### src/afc_pkg.sv
/*
  Shared constants of the converter control-register block: link word
  layout, register addresses, control field positions and reset values.
  Assumes both link ends and the testbench use these names only.
*/
`default_nettype none
package afc_pkg;
  // Link word: address half first, then data half
  localparam int ADDR_W = 16;
  localparam int DATA_W = 16;
  localparam int WORD_W = 32;
  localparam int RD_W   = 24;
  localparam int CNT_W  = 5;
  localparam int OCNT_W = 5;
  localparam logic [OCNT_W-1:0] RD_BITS = 5'h18;

  //////////////////////////////////////////////////////////////////////
  // Register addresses and reset values
  localparam logic [ADDR_W-1:0] ADDR_CR1  = 16'h0001;
  localparam logic [ADDR_W-1:0] ADDR_CR2  = 16'h0002;
  localparam logic [DATA_W-1:0] CR1_RESET = 16'h001a;
  localparam logic [DATA_W-1:0] CR2_RESET = 16'h009b;

  //////////////////////////////////////////////////////////////////////
  // First control register fields
  localparam int CR1_LOAD    = 15;
  localparam int CR1_RD_THR  = 14;
  localparam int CR1_RD_GAIN = 13;
  localparam int CR1_RD_OFF  = 12;
  localparam int CR1_RD_STAT = 11;
  localparam int CR1_ZERO    = 10;
  localparam int CR1_SYNC    = 9;
  localparam int CR1_FLEN    = 5;
  localparam int FLEN_W      = 4;
  localparam int CR1_F3      = 4;
  localparam int CR1_ONE     = 3;
  localparam int CR1_DEC     = 0;
  localparam int DEC_W       = 3;

  // Second control register fields
  localparam int CR2_SLEEP = 3;
  localparam int CR2_LOWP  = 2;
  localparam int CR2_AMP   = 0;

  //////////////////////////////////////////////////////////////////////
  // Decimation ratios of the second filter, and coefficients per length step
  localparam logic [5:0] DECIM_4  = 6'h04;
  localparam logic [5:0] DECIM_8  = 6'h08;
  localparam logic [5:0] DECIM_16 = 6'h10;
  localparam logic [5:0] DECIM_32 = 6'h20;
  localparam logic [5:0] COEF_STEP = 6'h03;

  // Device word handling
  typedef enum logic [1:0] {
    MODE_REG  = 2'b01,
    MODE_COEF = 2'b10
  } afc_mode_type;

  // Host sequencer
  typedef enum logic [2:0] {
    HST_IDLE  = 3'b001,
    HST_WRITE = 3'b010,
    HST_READ  = 3'b100
  } afc_hst_type;
endpackage
`default_nettype wire

### src/afc_link_if.sv
/*
  Serial control link between host controller and converter.
  Assumes one common clock; every signal is sampled on its rising edge.
*/
`timescale 1ns/1ps
`default_nettype none
interface afc_link_if;
  logic wr_frame;   // High for the 32 bits of one write word
  logic sdi;        // Write data, MSB first
  logic rd_req;     // One-cycle read request
  logic sdo;        // Read data, MSB first
  logic sdo_valid;  // High while sdo carries a read bit

  modport dev (
    input  wr_frame,
    input  sdi,
    input  rd_req,
    output sdo,
    output sdo_valid
  );

  modport hst (
    output wr_frame,
    output sdi,
    output rd_req,
    input  sdo,
    input  sdo_valid
  );
endinterface
`default_nettype wire

### src/afc_device.sv
/*
  Converter end of the control link: decodes register writes, holds both
  control registers, runs the coefficient download count and returns the
  selected register or a conversion result on each read.
  Assumes the host keeps its frame rules; the filter datapath, status,
  gain, offset and threshold values live outside and arrive as inputs.
*/
`timescale 1ns/1ps
`default_nettype none
module afc_device (
  // Clock and reset
  input  wire logic                         sys_clk_i,
  input  wire logic                         reset_n_i,
  // Link
  afc_link_if.dev                           link,
  // Values returned on reads
  input  wire logic [afc_pkg::RD_W-1:0]     conv_data_i,
  input  wire logic [afc_pkg::DATA_W-1:0]   status_i,
  input  wire logic [afc_pkg::DATA_W-1:0]   gain_i,
  input  wire logic [afc_pkg::DATA_W-1:0]   offset_i,
  input  wire logic [afc_pkg::DATA_W-1:0]   threshold_i,
  // Filter configuration
  output logic [afc_pkg::FLEN_W-1:0]        filter_length_o,
  output logic                              third_filter_use_o,
  output logic [afc_pkg::DEC_W-1:0]         decimation_select_o,
  output logic [5:0]                        decim_ratio_o,
  output logic                              sync_pulse_o,
  // Power control
  output logic                              device_sleep_o,
  output logic                              low_power_sel_o,
  output logic                              amp_power_off_o,
  // Coefficient download
  output logic                              coef_load_busy_o,
  output logic                              coef_valid_o,
  output logic [afc_pkg::WORD_W-1:0]        coef_data_o,
  output logic                              checksum_valid_o,
  output logic [afc_pkg::DATA_W-1:0]        checksum_o
);
  afc_pkg::afc_mode_type           mode_q;
  logic [afc_pkg::WORD_W-1:0]      in_sh_q;
  logic [afc_pkg::CNT_W-1:0]       in_cnt_q;
  logic [afc_pkg::WORD_W-1:0]      word_q;
  logic                            word_valid_q;
  logic [afc_pkg::DATA_W-1:0]      cr1_q;
  logic [afc_pkg::DATA_W-1:0]      cr2_q;
  logic [5:0]                      coef_cnt_q;
  logic [5:0]                      coef_total_q;
  logic [afc_pkg::RD_W-1:0]        out_sh_q;
  logic [afc_pkg::OCNT_W-1:0]      out_cnt_q;
  logic [afc_pkg::ADDR_W-1:0]      wr_addr;
  logic [afc_pkg::DATA_W-1:0]      wr_data;
  logic [afc_pkg::FLEN_W-1:0]      wr_flen;
  logic                            reg_wr;
  logic                            cr1_wr;
  logic                            cr2_wr;
  logic                            load_start;
  logic                            load_done;
  logic                            rd_take;

  // Decimation field to ratio; codes above four read as the maximum
  function automatic logic [5:0] decim_ratio(input logic [afc_pkg::DEC_W-1:0] dec);
    case (dec)
      3'h0, 3'h1, 3'h2: decim_ratio = afc_pkg::DECIM_4;
      3'h3:             decim_ratio = afc_pkg::DECIM_8;
      3'h4:             decim_ratio = afc_pkg::DECIM_16;
      default:          decim_ratio = afc_pkg::DECIM_32;
    endcase
  endfunction

  //////////////////////////////////////////////////////////////////////
  // Serial word capture; a frame shorter than 32 bits is dropped
  always_ff @(posedge sys_clk_i or negedge reset_n_i) begin
    if (!reset_n_i) begin
      in_sh_q  <= '0;
      in_cnt_q <= '0;
    end else if (link.wr_frame) begin
      in_sh_q  <= {in_sh_q[afc_pkg::WORD_W-2:0], link.sdi};
      in_cnt_q <= in_cnt_q + 5'h01;
    end else begin
      in_cnt_q <= '0;
    end
  end

  // Completed word is presented for one cycle
  always_ff @(posedge sys_clk_i or negedge reset_n_i) begin
    if (!reset_n_i) begin
      word_q       <= '0;
      word_valid_q <= 1'b0;
    end else begin
      word_valid_q <= link.wr_frame && (in_cnt_q == 5'h1f);
      if (link.wr_frame && (in_cnt_q == 5'h1f)) begin
        word_q <= {in_sh_q[afc_pkg::WORD_W-2:0], link.sdi};
      end
    end
  end

  //////////////////////////////////////////////////////////////////////
  // Upper half is the address, lower half the data
  assign wr_addr    = word_q[afc_pkg::WORD_W-1:afc_pkg::DATA_W];
  assign wr_data    = word_q[afc_pkg::DATA_W-1:0];
  assign wr_flen    = wr_data[afc_pkg::CR1_FLEN +: afc_pkg::FLEN_W];
  assign reg_wr     = word_valid_q && (mode_q == afc_pkg::MODE_REG);
  assign cr1_wr     = reg_wr && (wr_addr == afc_pkg::ADDR_CR1);
  assign cr2_wr     = reg_wr && (wr_addr == afc_pkg::ADDR_CR2);
  // A zero length keeps the default filter, so no download starts
  assign load_start = cr1_wr && wr_data[afc_pkg::CR1_LOAD] && (wr_flen != 4'h0);
  assign load_done  = word_valid_q && (mode_q == afc_pkg::MODE_COEF) &&
                      (coef_cnt_q == coef_total_q);
  assign rd_take    = link.rd_req && (out_cnt_q == '0);

  //////////////////////////////////////////////////////////////////////
  // First control register; a new write wins over any self-clear
  always_ff @(posedge sys_clk_i or negedge reset_n_i) begin
    if (!reset_n_i) begin
      cr1_q <= afc_pkg::CR1_RESET;
    end else if (cr1_wr) begin
      cr1_q                   <= wr_data;
      cr1_q[afc_pkg::CR1_LOAD] <= load_start;
    end else begin
      cr1_q[afc_pkg::CR1_SYNC] <= 1'b0;
      if (rd_take) begin
        cr1_q[afc_pkg::CR1_RD_THR:afc_pkg::CR1_RD_STAT] <= 4'h0;
      end
      if (load_done) begin
        cr1_q[afc_pkg::CR1_LOAD] <= 1'b0;
      end
    end
  end

  // Second control register, all bits written as sent
  always_ff @(posedge sys_clk_i or negedge reset_n_i) begin
    if (!reset_n_i) begin
      cr2_q <= afc_pkg::CR2_RESET;
    end else if (cr2_wr) begin
      cr2_q <= wr_data;
    end
  end

  //////////////////////////////////////////////////////////////////////
  // Configuration outputs follow the registers directly
  assign filter_length_o     = cr1_q[afc_pkg::CR1_FLEN +: afc_pkg::FLEN_W];
  assign third_filter_use_o  = cr1_q[afc_pkg::CR1_F3];
  assign decimation_select_o = cr1_q[afc_pkg::CR1_DEC +: afc_pkg::DEC_W];
  assign device_sleep_o      = cr2_q[afc_pkg::CR2_SLEEP];
  assign low_power_sel_o     = cr2_q[afc_pkg::CR2_LOWP];
  assign amp_power_off_o     = cr2_q[afc_pkg::CR2_AMP];
  assign coef_load_busy_o    = (mode_q == afc_pkg::MODE_COEF);

  // Ratio and sync pulse are registered so they share the write's timing
  always_ff @(posedge sys_clk_i or negedge reset_n_i) begin
    if (!reset_n_i) begin
      decim_ratio_o <= afc_pkg::DECIM_4;  // Reset decimation code two maps to 4x
      sync_pulse_o  <= 1'b0;
    end else begin
      if (cr1_wr) begin
        decim_ratio_o <= decim_ratio(wr_data[afc_pkg::CR1_DEC +: afc_pkg::DEC_W]);
      end
      // Fixed latency from frame end, so devices written together align
      sync_pulse_o <= cr1_wr && wr_data[afc_pkg::CR1_SYNC];
    end
  end

  //////////////////////////////////////////////////////////////////////
  // Coefficient download: length steps of three words, then a checksum
  always_ff @(posedge sys_clk_i or negedge reset_n_i) begin
    if (!reset_n_i) begin
      mode_q           <= afc_pkg::MODE_REG;
      coef_cnt_q       <= '0;
      coef_total_q     <= '0;
      coef_valid_o     <= 1'b0;
      coef_data_o      <= '0;
      checksum_valid_o <= 1'b0;
      checksum_o       <= '0;
    end else begin
      coef_valid_o     <= 1'b0;
      checksum_valid_o <= 1'b0;
      case (mode_q)
        afc_pkg::MODE_REG: begin
          if (load_start) begin
            mode_q       <= afc_pkg::MODE_COEF;
            coef_cnt_q   <= '0;
            coef_total_q <= 6'((({2'b00, wr_flen} + 6'h01) * afc_pkg::COEF_STEP));
          end
        end
        afc_pkg::MODE_COEF: begin
          if (word_valid_q) begin
            if (load_done) begin
              checksum_valid_o <= 1'b1;
              checksum_o       <= wr_data;
              mode_q           <= afc_pkg::MODE_REG;
            end else begin
              coef_valid_o <= 1'b1;
              coef_data_o  <= word_q;
              coef_cnt_q   <= coef_cnt_q + 6'h01;
            end
          end
        end
        default: begin
          mode_q <= afc_pkg::MODE_REG;
        end
      endcase
    end
  end

  //////////////////////////////////////////////////////////////////////
  // Read return; registers sit in the upper bits, request ignored while busy
  always_ff @(posedge sys_clk_i or negedge reset_n_i) begin
    if (!reset_n_i) begin
      out_sh_q       <= '0;
      out_cnt_q      <= '0;
      link.sdo       <= 1'b0;
      link.sdo_valid <= 1'b0;
    end else if (rd_take) begin
      out_cnt_q      <= afc_pkg::RD_BITS;
      link.sdo_valid <= 1'b0;
      if (cr1_q[afc_pkg::CR1_RD_THR]) begin
        out_sh_q <= {threshold_i, 8'h00};
      end else if (cr1_q[afc_pkg::CR1_RD_GAIN]) begin
        out_sh_q <= {gain_i, 8'h00};
      end else if (cr1_q[afc_pkg::CR1_RD_OFF]) begin
        out_sh_q <= {offset_i, 8'h00};
      end else if (cr1_q[afc_pkg::CR1_RD_STAT]) begin
        out_sh_q <= {status_i, 8'h00};
      end else begin
        out_sh_q <= conv_data_i;
      end
    end else if (out_cnt_q != '0) begin
      link.sdo       <= out_sh_q[afc_pkg::RD_W-1];
      link.sdo_valid <= 1'b1;
      out_sh_q       <= {out_sh_q[afc_pkg::RD_W-2:0], 1'b0};
      out_cnt_q      <= out_cnt_q - 5'h01;
    end else begin
      link.sdo       <= 1'b0;
      link.sdo_valid <= 1'b0;
    end
  end
endmodule
`default_nettype wire

### src/flat_wrapper.sv
// flat-port wrapper written by rule: the top's interface ports become plain ports
module afc_device_flat 
  (sys_clk_i, reset_n_i, conv_data_i, status_i, gain_i, offset_i, threshold_i, filter_length_o, third_filter_use_o, decimation_select_o, decim_ratio_o, sync_pulse_o, device_sleep_o, low_power_sel_o, amp_power_off_o, coef_load_busy_o, coef_valid_o, coef_data_o, checksum_valid_o, checksum_o, link_wr_frame, link_sdi, link_rd_req, link_sdo, link_sdo_valid);
  afc_link_if link_i ();
  input  wire logic sys_clk_i;
  input  wire logic reset_n_i;
  input  wire logic [afc_pkg::RD_W-1:0] conv_data_i;
  input  wire logic [afc_pkg::DATA_W-1:0] status_i;
  input  wire logic [afc_pkg::DATA_W-1:0] gain_i;
  input  wire logic [afc_pkg::DATA_W-1:0] offset_i;
  input  wire logic [afc_pkg::DATA_W-1:0] threshold_i;
  output logic [afc_pkg::FLEN_W-1:0] filter_length_o;
  output logic third_filter_use_o;
  output logic [afc_pkg::DEC_W-1:0] decimation_select_o;
  output logic [5:0] decim_ratio_o;
  output logic sync_pulse_o;
  output logic device_sleep_o;
  output logic low_power_sel_o;
  output logic amp_power_off_o;
  output logic coef_load_busy_o;
  output logic coef_valid_o;
  output logic [afc_pkg::WORD_W-1:0] coef_data_o;
  output logic checksum_valid_o;
  output logic [afc_pkg::DATA_W-1:0] checksum_o;
  input wire logic [$bits(link_i.wr_frame)-1:0] link_wr_frame;
  input wire logic [$bits(link_i.sdi)-1:0] link_sdi;
  input wire logic [$bits(link_i.rd_req)-1:0] link_rd_req;
  output wire logic [$bits(link_i.sdo)-1:0] link_sdo;
  output wire logic [$bits(link_i.sdo_valid)-1:0] link_sdo_valid;
  assign link_i.wr_frame = link_wr_frame;
  assign link_i.sdi = link_sdi;
  assign link_i.rd_req = link_rd_req;
  assign link_sdo = link_i.sdo;
  assign link_sdo_valid = link_i.sdo_valid;
  afc_device u_core (.sys_clk_i(sys_clk_i), .reset_n_i(reset_n_i), .link(link_i), .conv_data_i(conv_data_i), .status_i(status_i), .gain_i(gain_i), .offset_i(offset_i), .threshold_i(threshold_i), .filter_length_o(filter_length_o), .third_filter_use_o(third_filter_use_o), .decimation_select_o(decimation_select_o), .decim_ratio_o(decim_ratio_o), .sync_pulse_o(sync_pulse_o), .device_sleep_o(device_sleep_o), .low_power_sel_o(low_power_sel_o), .amp_power_off_o(amp_power_off_o), .coef_load_busy_o(coef_load_busy_o), .coef_valid_o(coef_valid_o), .coef_data_o(coef_data_o), .checksum_valid_o(checksum_valid_o), .checksum_o(checksum_o));
endmodule
### config.mk
export PLATFORM = sky130hd
export DESIGN_NAME = afc_device_flat
export DESIGN_NICKNAME = d
export VERILOG_FILES = /design/src/afc_pkg.sv /design/src/afc_link_if.sv /design/src/afc_device.sv /design/src/flat_wrapper.sv
export SDC_FILE = /design/constraint.sdc
export NUM_CORES = 1
export LEC_CHECK = 0
export BUFFER_PORTS_ARGS = -buffer_cell sky130_fd_sc_hd__buf_2
export CAP_MARGIN = 20
export CORE_MARGIN = 2
export CORE_UTILIZATION = 40
export DETAILED_ROUTE_END_ITERATION = 8
export SYNTH_ARGS = -nofsm -noshare
export SYNTH_HDL_FRONTEND = slang
export SYNTH_SLANG_ARGS = --single-unit
### constraint.sdc
create_clock -name sys_clk_i -period 2.78 [get_ports sys_clk_i]
set_input_delay 0.278 -clock sys_clk_i [delete_from_list [all_inputs] [get_ports sys_clk_i]]
set_output_delay 0.278 -clock sys_clk_i [all_outputs]
set_load 0.01 [all_outputs]
**Yosys cells after proc, flatten, opt, wreduce, memory -nomap -nowiden**

Cells that the tools add are included.

- Multiplexer cells: 29
- Bitwise gates (word level): 1
- $add $sub $neg: 4
- Reduce and logical (&&, ||, !) cells: 23
- $mul: 1
- Equal/unequal tests: 14

Operators by type and width:

| cell | count |
|---|---|
| 24-bit two-way mux | 6 |
| 6-bit two-way mux | 3 |
| 6-bit case mux with 3 select lines | 1 |
| 16-bit by 1-bit equality test with 1-bit output, second input constant | 1 |
| 16-bit by 2-bit equality test with 1-bit output, second input constant | 1 |
| 5-bit two-way mux | 3 |
| 6-bit case mux with 2 select lines | 1 |
| 1-bit logical AND | 10 |
| 1-bit two-way mux | 9 |
| 3-bit AND reduction | 3 |
| 4-bit two-way mux | 2 |
| 6-bit by 1-bit adder with 6-bit output, second input constant | 1 |
| 3-bit by 2-bit equality test with 1-bit output, second input constant | 2 |
| 6-bit equality test | 1 |
| 6-bit by 2-bit multiplier with 6-bit output, second input constant | 1 |
| 2-bit two-way mux | 3 |
| 2-bit by 1-bit inequality test with 1-bit output, second input constant | 3 |
| 2-bit nonzero test | 3 |
| 4-bit by 1-bit adder with 5-bit output, second input constant | 1 |
| 5-bit by 1-bit adder with 5-bit output, second input constant | 1 |
| 5-bit equality test, second input constant | 1 |
| 5-bit logical NOT | 1 |
| 5-bit nonzero test | 1 |
| 5-bit by 1-bit subtractor with 5-bit output, second input constant | 1 |
| other kinds (12) | 12 |

- Bits in registers: 188
- Input port bits: 93
- Word-level logic and storage cells: 92

**Longest topological paths before layout**

- Depth in word-level cells: 7
- Depth in mapped cells: 9

**Worst setup path after synthesis**

No wires, ideal clock.

- Path type: register to register
- Start point: register u_core.word_q[5] in the netlist's numbering
- End point: register u_core.coef_total_q[5]
- Clock period less this slack: 2.090 ns
- Required time: 2.655 ns
- Path slack: 0.690 ns
- Buffers on the path: 0
- Arrival: 1.965 ns
- Stages on the path, launching flop included: 8
- Library setup time: 0.125 ns
- Cells stage by stage: dfrtp_1 -> inv_1 -> ha_1 -> fa_1 -> a21o_1 -> a21oi_1 -> xnor2_1 -> mux2_4

- Cells in the longest elaborated chain, start to end: 3
- Elaborated cells on any way between the ends: 5
- Classes of those cells: add/sub (1); mul (1); reduce/logical (3)

RTL lines:

| what | line | source |
|---|---|---|
| start, declared | afc_device.sv:42 | `logic [afc_pkg::WORD_W-1:0] word_q;` |
| start signal, assigned | afc_device.sv:92 | `word_q <= {in_sh_q[afc_pkg::WORD_W-2:0], link.sdi};` |
| branches (longest 3 deep; another with 6-bit by 2-bit multiplier with 6-bit output) | - |  |
| end signal, assigned | afc_device.sv:182 | `coef_total_q <= 6'((({2'b00, wr_flen} + 6'h01) * afc_pkg::COEF_STEP));` |
| end, declared | afc_device.sv:47 | `logic [5:0] coef_total_q;` |

Several ways; the timed one is not identified.
A chain may end at the register's enable or synchronous reset.

**Worst setup path in the final report**

- Start point: register u_core.mode_q[1]
- End point: register u_core.coef_total_q[2]

- Cells in the longest elaborated chain, start to end: 6

RTL lines:

| what | line | source |
|---|---|---|
| start, declared | afc_device.sv:39 | `afc_pkg::afc_mode_type mode_q;` |
| start signal, assigned | afc_device.sv:167 | `mode_q <= afc_pkg::MODE_REG;` |
| start signal, assigned | afc_device.sv:180 | `mode_q <= afc_pkg::MODE_COEF;` |
| start signal, assigned | afc_device.sv:190 | `mode_q <= afc_pkg::MODE_REG;` |
| 2-bit by 1-bit equality test with 1-bit output * | afc_device.sv:102, afc_device.sv:177 |  |
| 1-bit logical AND | afc_device.sv:102 | `assign reg_wr = word_valid_q && (mode_q == afc_pkg::MODE_REG);` |
| 1-bit logical AND | afc_device.sv:103 | `assign cr1_wr = reg_wr && (wr_addr == afc_pkg::ADDR_CR1);` |
| 1-bit logical AND (2 in a row) | afc_device.sv:106 | `assign load_start = cr1_wr && wr_data[afc_pkg::CR1_LOAD] && (wr_flen != 4'h0);` |
| 2-bit AND reduction (no source line) * | - |  |

Mark *: on every way between the ends. The rest lies on a longest branch, timed or not.

==> results.toml <==
[cells_and_area]
syn_to_final_growth_pct = 20.4
instances_no_fill = 1096
multi_input_area_sq_um = 3360
ff_latch_area_sq_um = 4610
final_nets = 917
final_cell_mix = "dfrtp_1 (178), buf_2 (160), mux2_2 (119)"
final_core_util = 0.491
antennaDiodeCount = 0
fillers = 1843
drive_gt1_frac = 0.425
final_common_cell = "dfrtp_1"

[critical_path]
crit_chain = "and4bb_1 -> nand3_1 -> or4_1 -> mux2_4"
worst_setup_path_end_kind = "flip-flop"
reg2reg_slack_ps = 430
slowest_delay_ps = 860
cp-start-kind = "flip-flop"
cp_max_fo = 18
worst-endpoint-arrival_ps = 2660
required_ps = 3090
crit_type = "reg2reg"
reg2regPathDepth = 4
cp_slowest_cell = "or4_1"
r2r-start = "u_core.mode_q[1]"
rr_endpoint = "u_core.coef_total_q[2]"

[floorplanning]
start_util = 0.407
die_h_microns = 148
rows = 52
io_pins = 164
die_w_microns = 148
core_sq_um = 20200
die-area_sq_um = 21800

[grt]
grt_pass1_vias = 5516
met2_usage = 0.281
grt_use_met3 = 0.0361
grt_max_degree = 79
use_met1 = 0.243
grt_pass1_wl_microns = 30100
antenna_found_initial = 0
track_usage = 0.175
overflow = 0
top_usage_layer = "met2"

[clock_tree]
clk_latency_ps = 430
cts.clk_slew.worst_paths_ps = 70
cts_buffers = 17
clkSinkCount = 184
cts_setup_buffers = 0
cts_tree = "yes"
postCtsResizedCells = 0
cts_root_buf = "clkbuf_16"
holdBufCountCts = 1
clockBufferDepth = 2
cts_max_level = 4

[synth]
avgSynthCellArea_sq_um = 12.5
synth-async-reset-ratio = 1.00
yosysSeqAreaShare = 0.559
yosys.area.top_type_share = 0.540
synth_area_leaders = "dfrtp_1 (54%), mux2_2 (16%), o21ai_0 (4.1%), a21oi_1 (2.4%), mux2i_1 (2.3%)"
synth_edf_count = 0
yosys_warnings = 0
ys_ff_latch = 184
syn_area_sq_um = 8250
synth_area_leader_cell = "dfrtp_1"
yosys_most_used_dff = "dfrtp_1"
synth.distinct_cells = 49
synth_cells = 661

[hold_path]
hp-class = "in2reg"
hold_path_depth = 2
hp-start = "conv_data_i[7]"
hold_end = "u_core.out_sh_q[7]"

[status]
status = "complete, no violations"

[timing]
slew_headroom = 0.382
worst_slew_pin_slew_ps = 926
skew_ps = 13.3
slew_viol_final = 0
hold_viol = 0
max_freq_mhz = 426
final.period_utilization = 0.845
post-route-min-period_ps = 2350
final.setup.worst_slack_ps = 431
rsz0062_at_grt = "no"
finalSetupViolCount = 0
fin_setup_tns_ps = 0

[placed_design]
port-buffer-count = 161
hpwl_microns = 12900
gp_congestion = 0.748
placed_cells = 1063
dpl_worst_slack_ps = 443

[route]
vias = 5496
dr.pass1.iters = 4
drt_wl_total_microns = 18200
drtIter0Drc = 324
drcViolationCount = 0
wl_per_cell_microns = 16.6
vias_per_cell = 5.01
ant_nets = 0

[power_and_ir_drop]
ir_drop_uv = 414
leakage_nw = 5.21
power_density_nw_per_um2 = 695

[job]
maxCapViolations = 0
worst max-delay path: cells and delay by family, from the launching register on:
| kind | cells | cell delay [ps] |
|---|---|---|
| mux | 1 | 410 |
| simple gates | 3 | 1330 |
| flops | 1 | 480 |
metrics by stage:
step	area (sq um)	hold WS [ps]	total power [mW]
floorplan	8250	-17.6	4.14
finish	9930	73.3	6.90
CTS	9930	60.2	6.98
detailed placement	9320	348	4.56
global placement	9320	346	4.53
global route	9930	62.5	7.32
report_power, final:
group          internal (mW)  leakage [nW]  switching (mW)  total [mW]
sequential              3.01          2.43           0.331        3.34
clock                   1.28         0.282            1.12        2.40
combinational          0.593          2.50           0.562        1.15
routing by layer:
layer  up-vias  share of wire
met3        16          0.048
met1      2709           0.46
met5         -              0
met4         0          0.012
met2       118           0.48
li1       2653              -
sequential cells by signal, summed over array words and instances, names as in the netlist:
register and cells:
u_core.word_valid_q 1, u_core.word_q 32, u_core.out_sh_q 24, u_core.coef_valid_o 1, u_core.coef_cnt_q 6, u_core.coef_data_o 32
u_core.checksum_o 16, u_core.out_cnt_q 5, u_core.in_cnt_q 5, u_core.sync_pulse_o 1, u_core.mode_q 2, u_core.link.sdo 1
u_core.cr2_q 3, u_core.checksum_valid_o 1, u_core.coef_total_q 6, u_core.link.sdo_valid 1, u_core.cr1_q 12, u_core.in_sh_q 31
u_core.decim_ratio_o 4
kinds of logic after synthesis:
kind of cell | Yosys count | share of synthesized area
flops | 184 | 0.559
mux | 150 | 0.207
compound gates | 130 | 0.0880
simple gates | 107 | 0.0742
buf+inv | 61 | 0.0349
xor+xnor | 17 | 0.0181
fa+ha+maj | 11 | 0.0176
other cells | 1 | 0.000455
how the worst max path moves through the flow:
stage                       from                endpoint  slack [ps]
5_1_grt        u_core.word_q[26]  u_core.coef_total_q[5]         230
3_5_place_dp   u_core.word_q[26]  u_core.coef_total_q[5]         440
3_3_place_gp    u_core.mode_q[1]  u_core.coef_total_q[2]         500
6_report        u_core.mode_q[1]  u_core.coef_total_q[2]         430
4_1_cts        u_core.word_q[26]  u_core.coef_total_q[2]         420
2_1_floorplan   u_core.word_q[5]  u_core.coef_total_q[5]         690
cell type report:
type,instances,share of cell area
clock inverter,13,0.0164
timing repair buffer,178,0.0977
clock buffer,19,0.0436
multi-input combinational,417,0.338
tap,270,0.0340
sequential,184,0.465
inverter,15,0.00567
cells in the mapped netlist, drive strengths merged, types with 2 or more instances:
cell type,instances
a21o,3
a21oi,40
a221o,7
a22o,4
and2,6
and3,27
buf,20
clkbuf,26
dfrtp,178
dfstp,6
ha,10
inv,15
mux2,131
mux2i,19
nand2,32
nand3,11
nand4,2
nor2,7
nor2b,5
nor3,2
nor4,4
o21ai,71
o31ai,3
or4,2
xnor2,4
xor2,13
No activity file was read; power rests on OpenSTA's default activity.
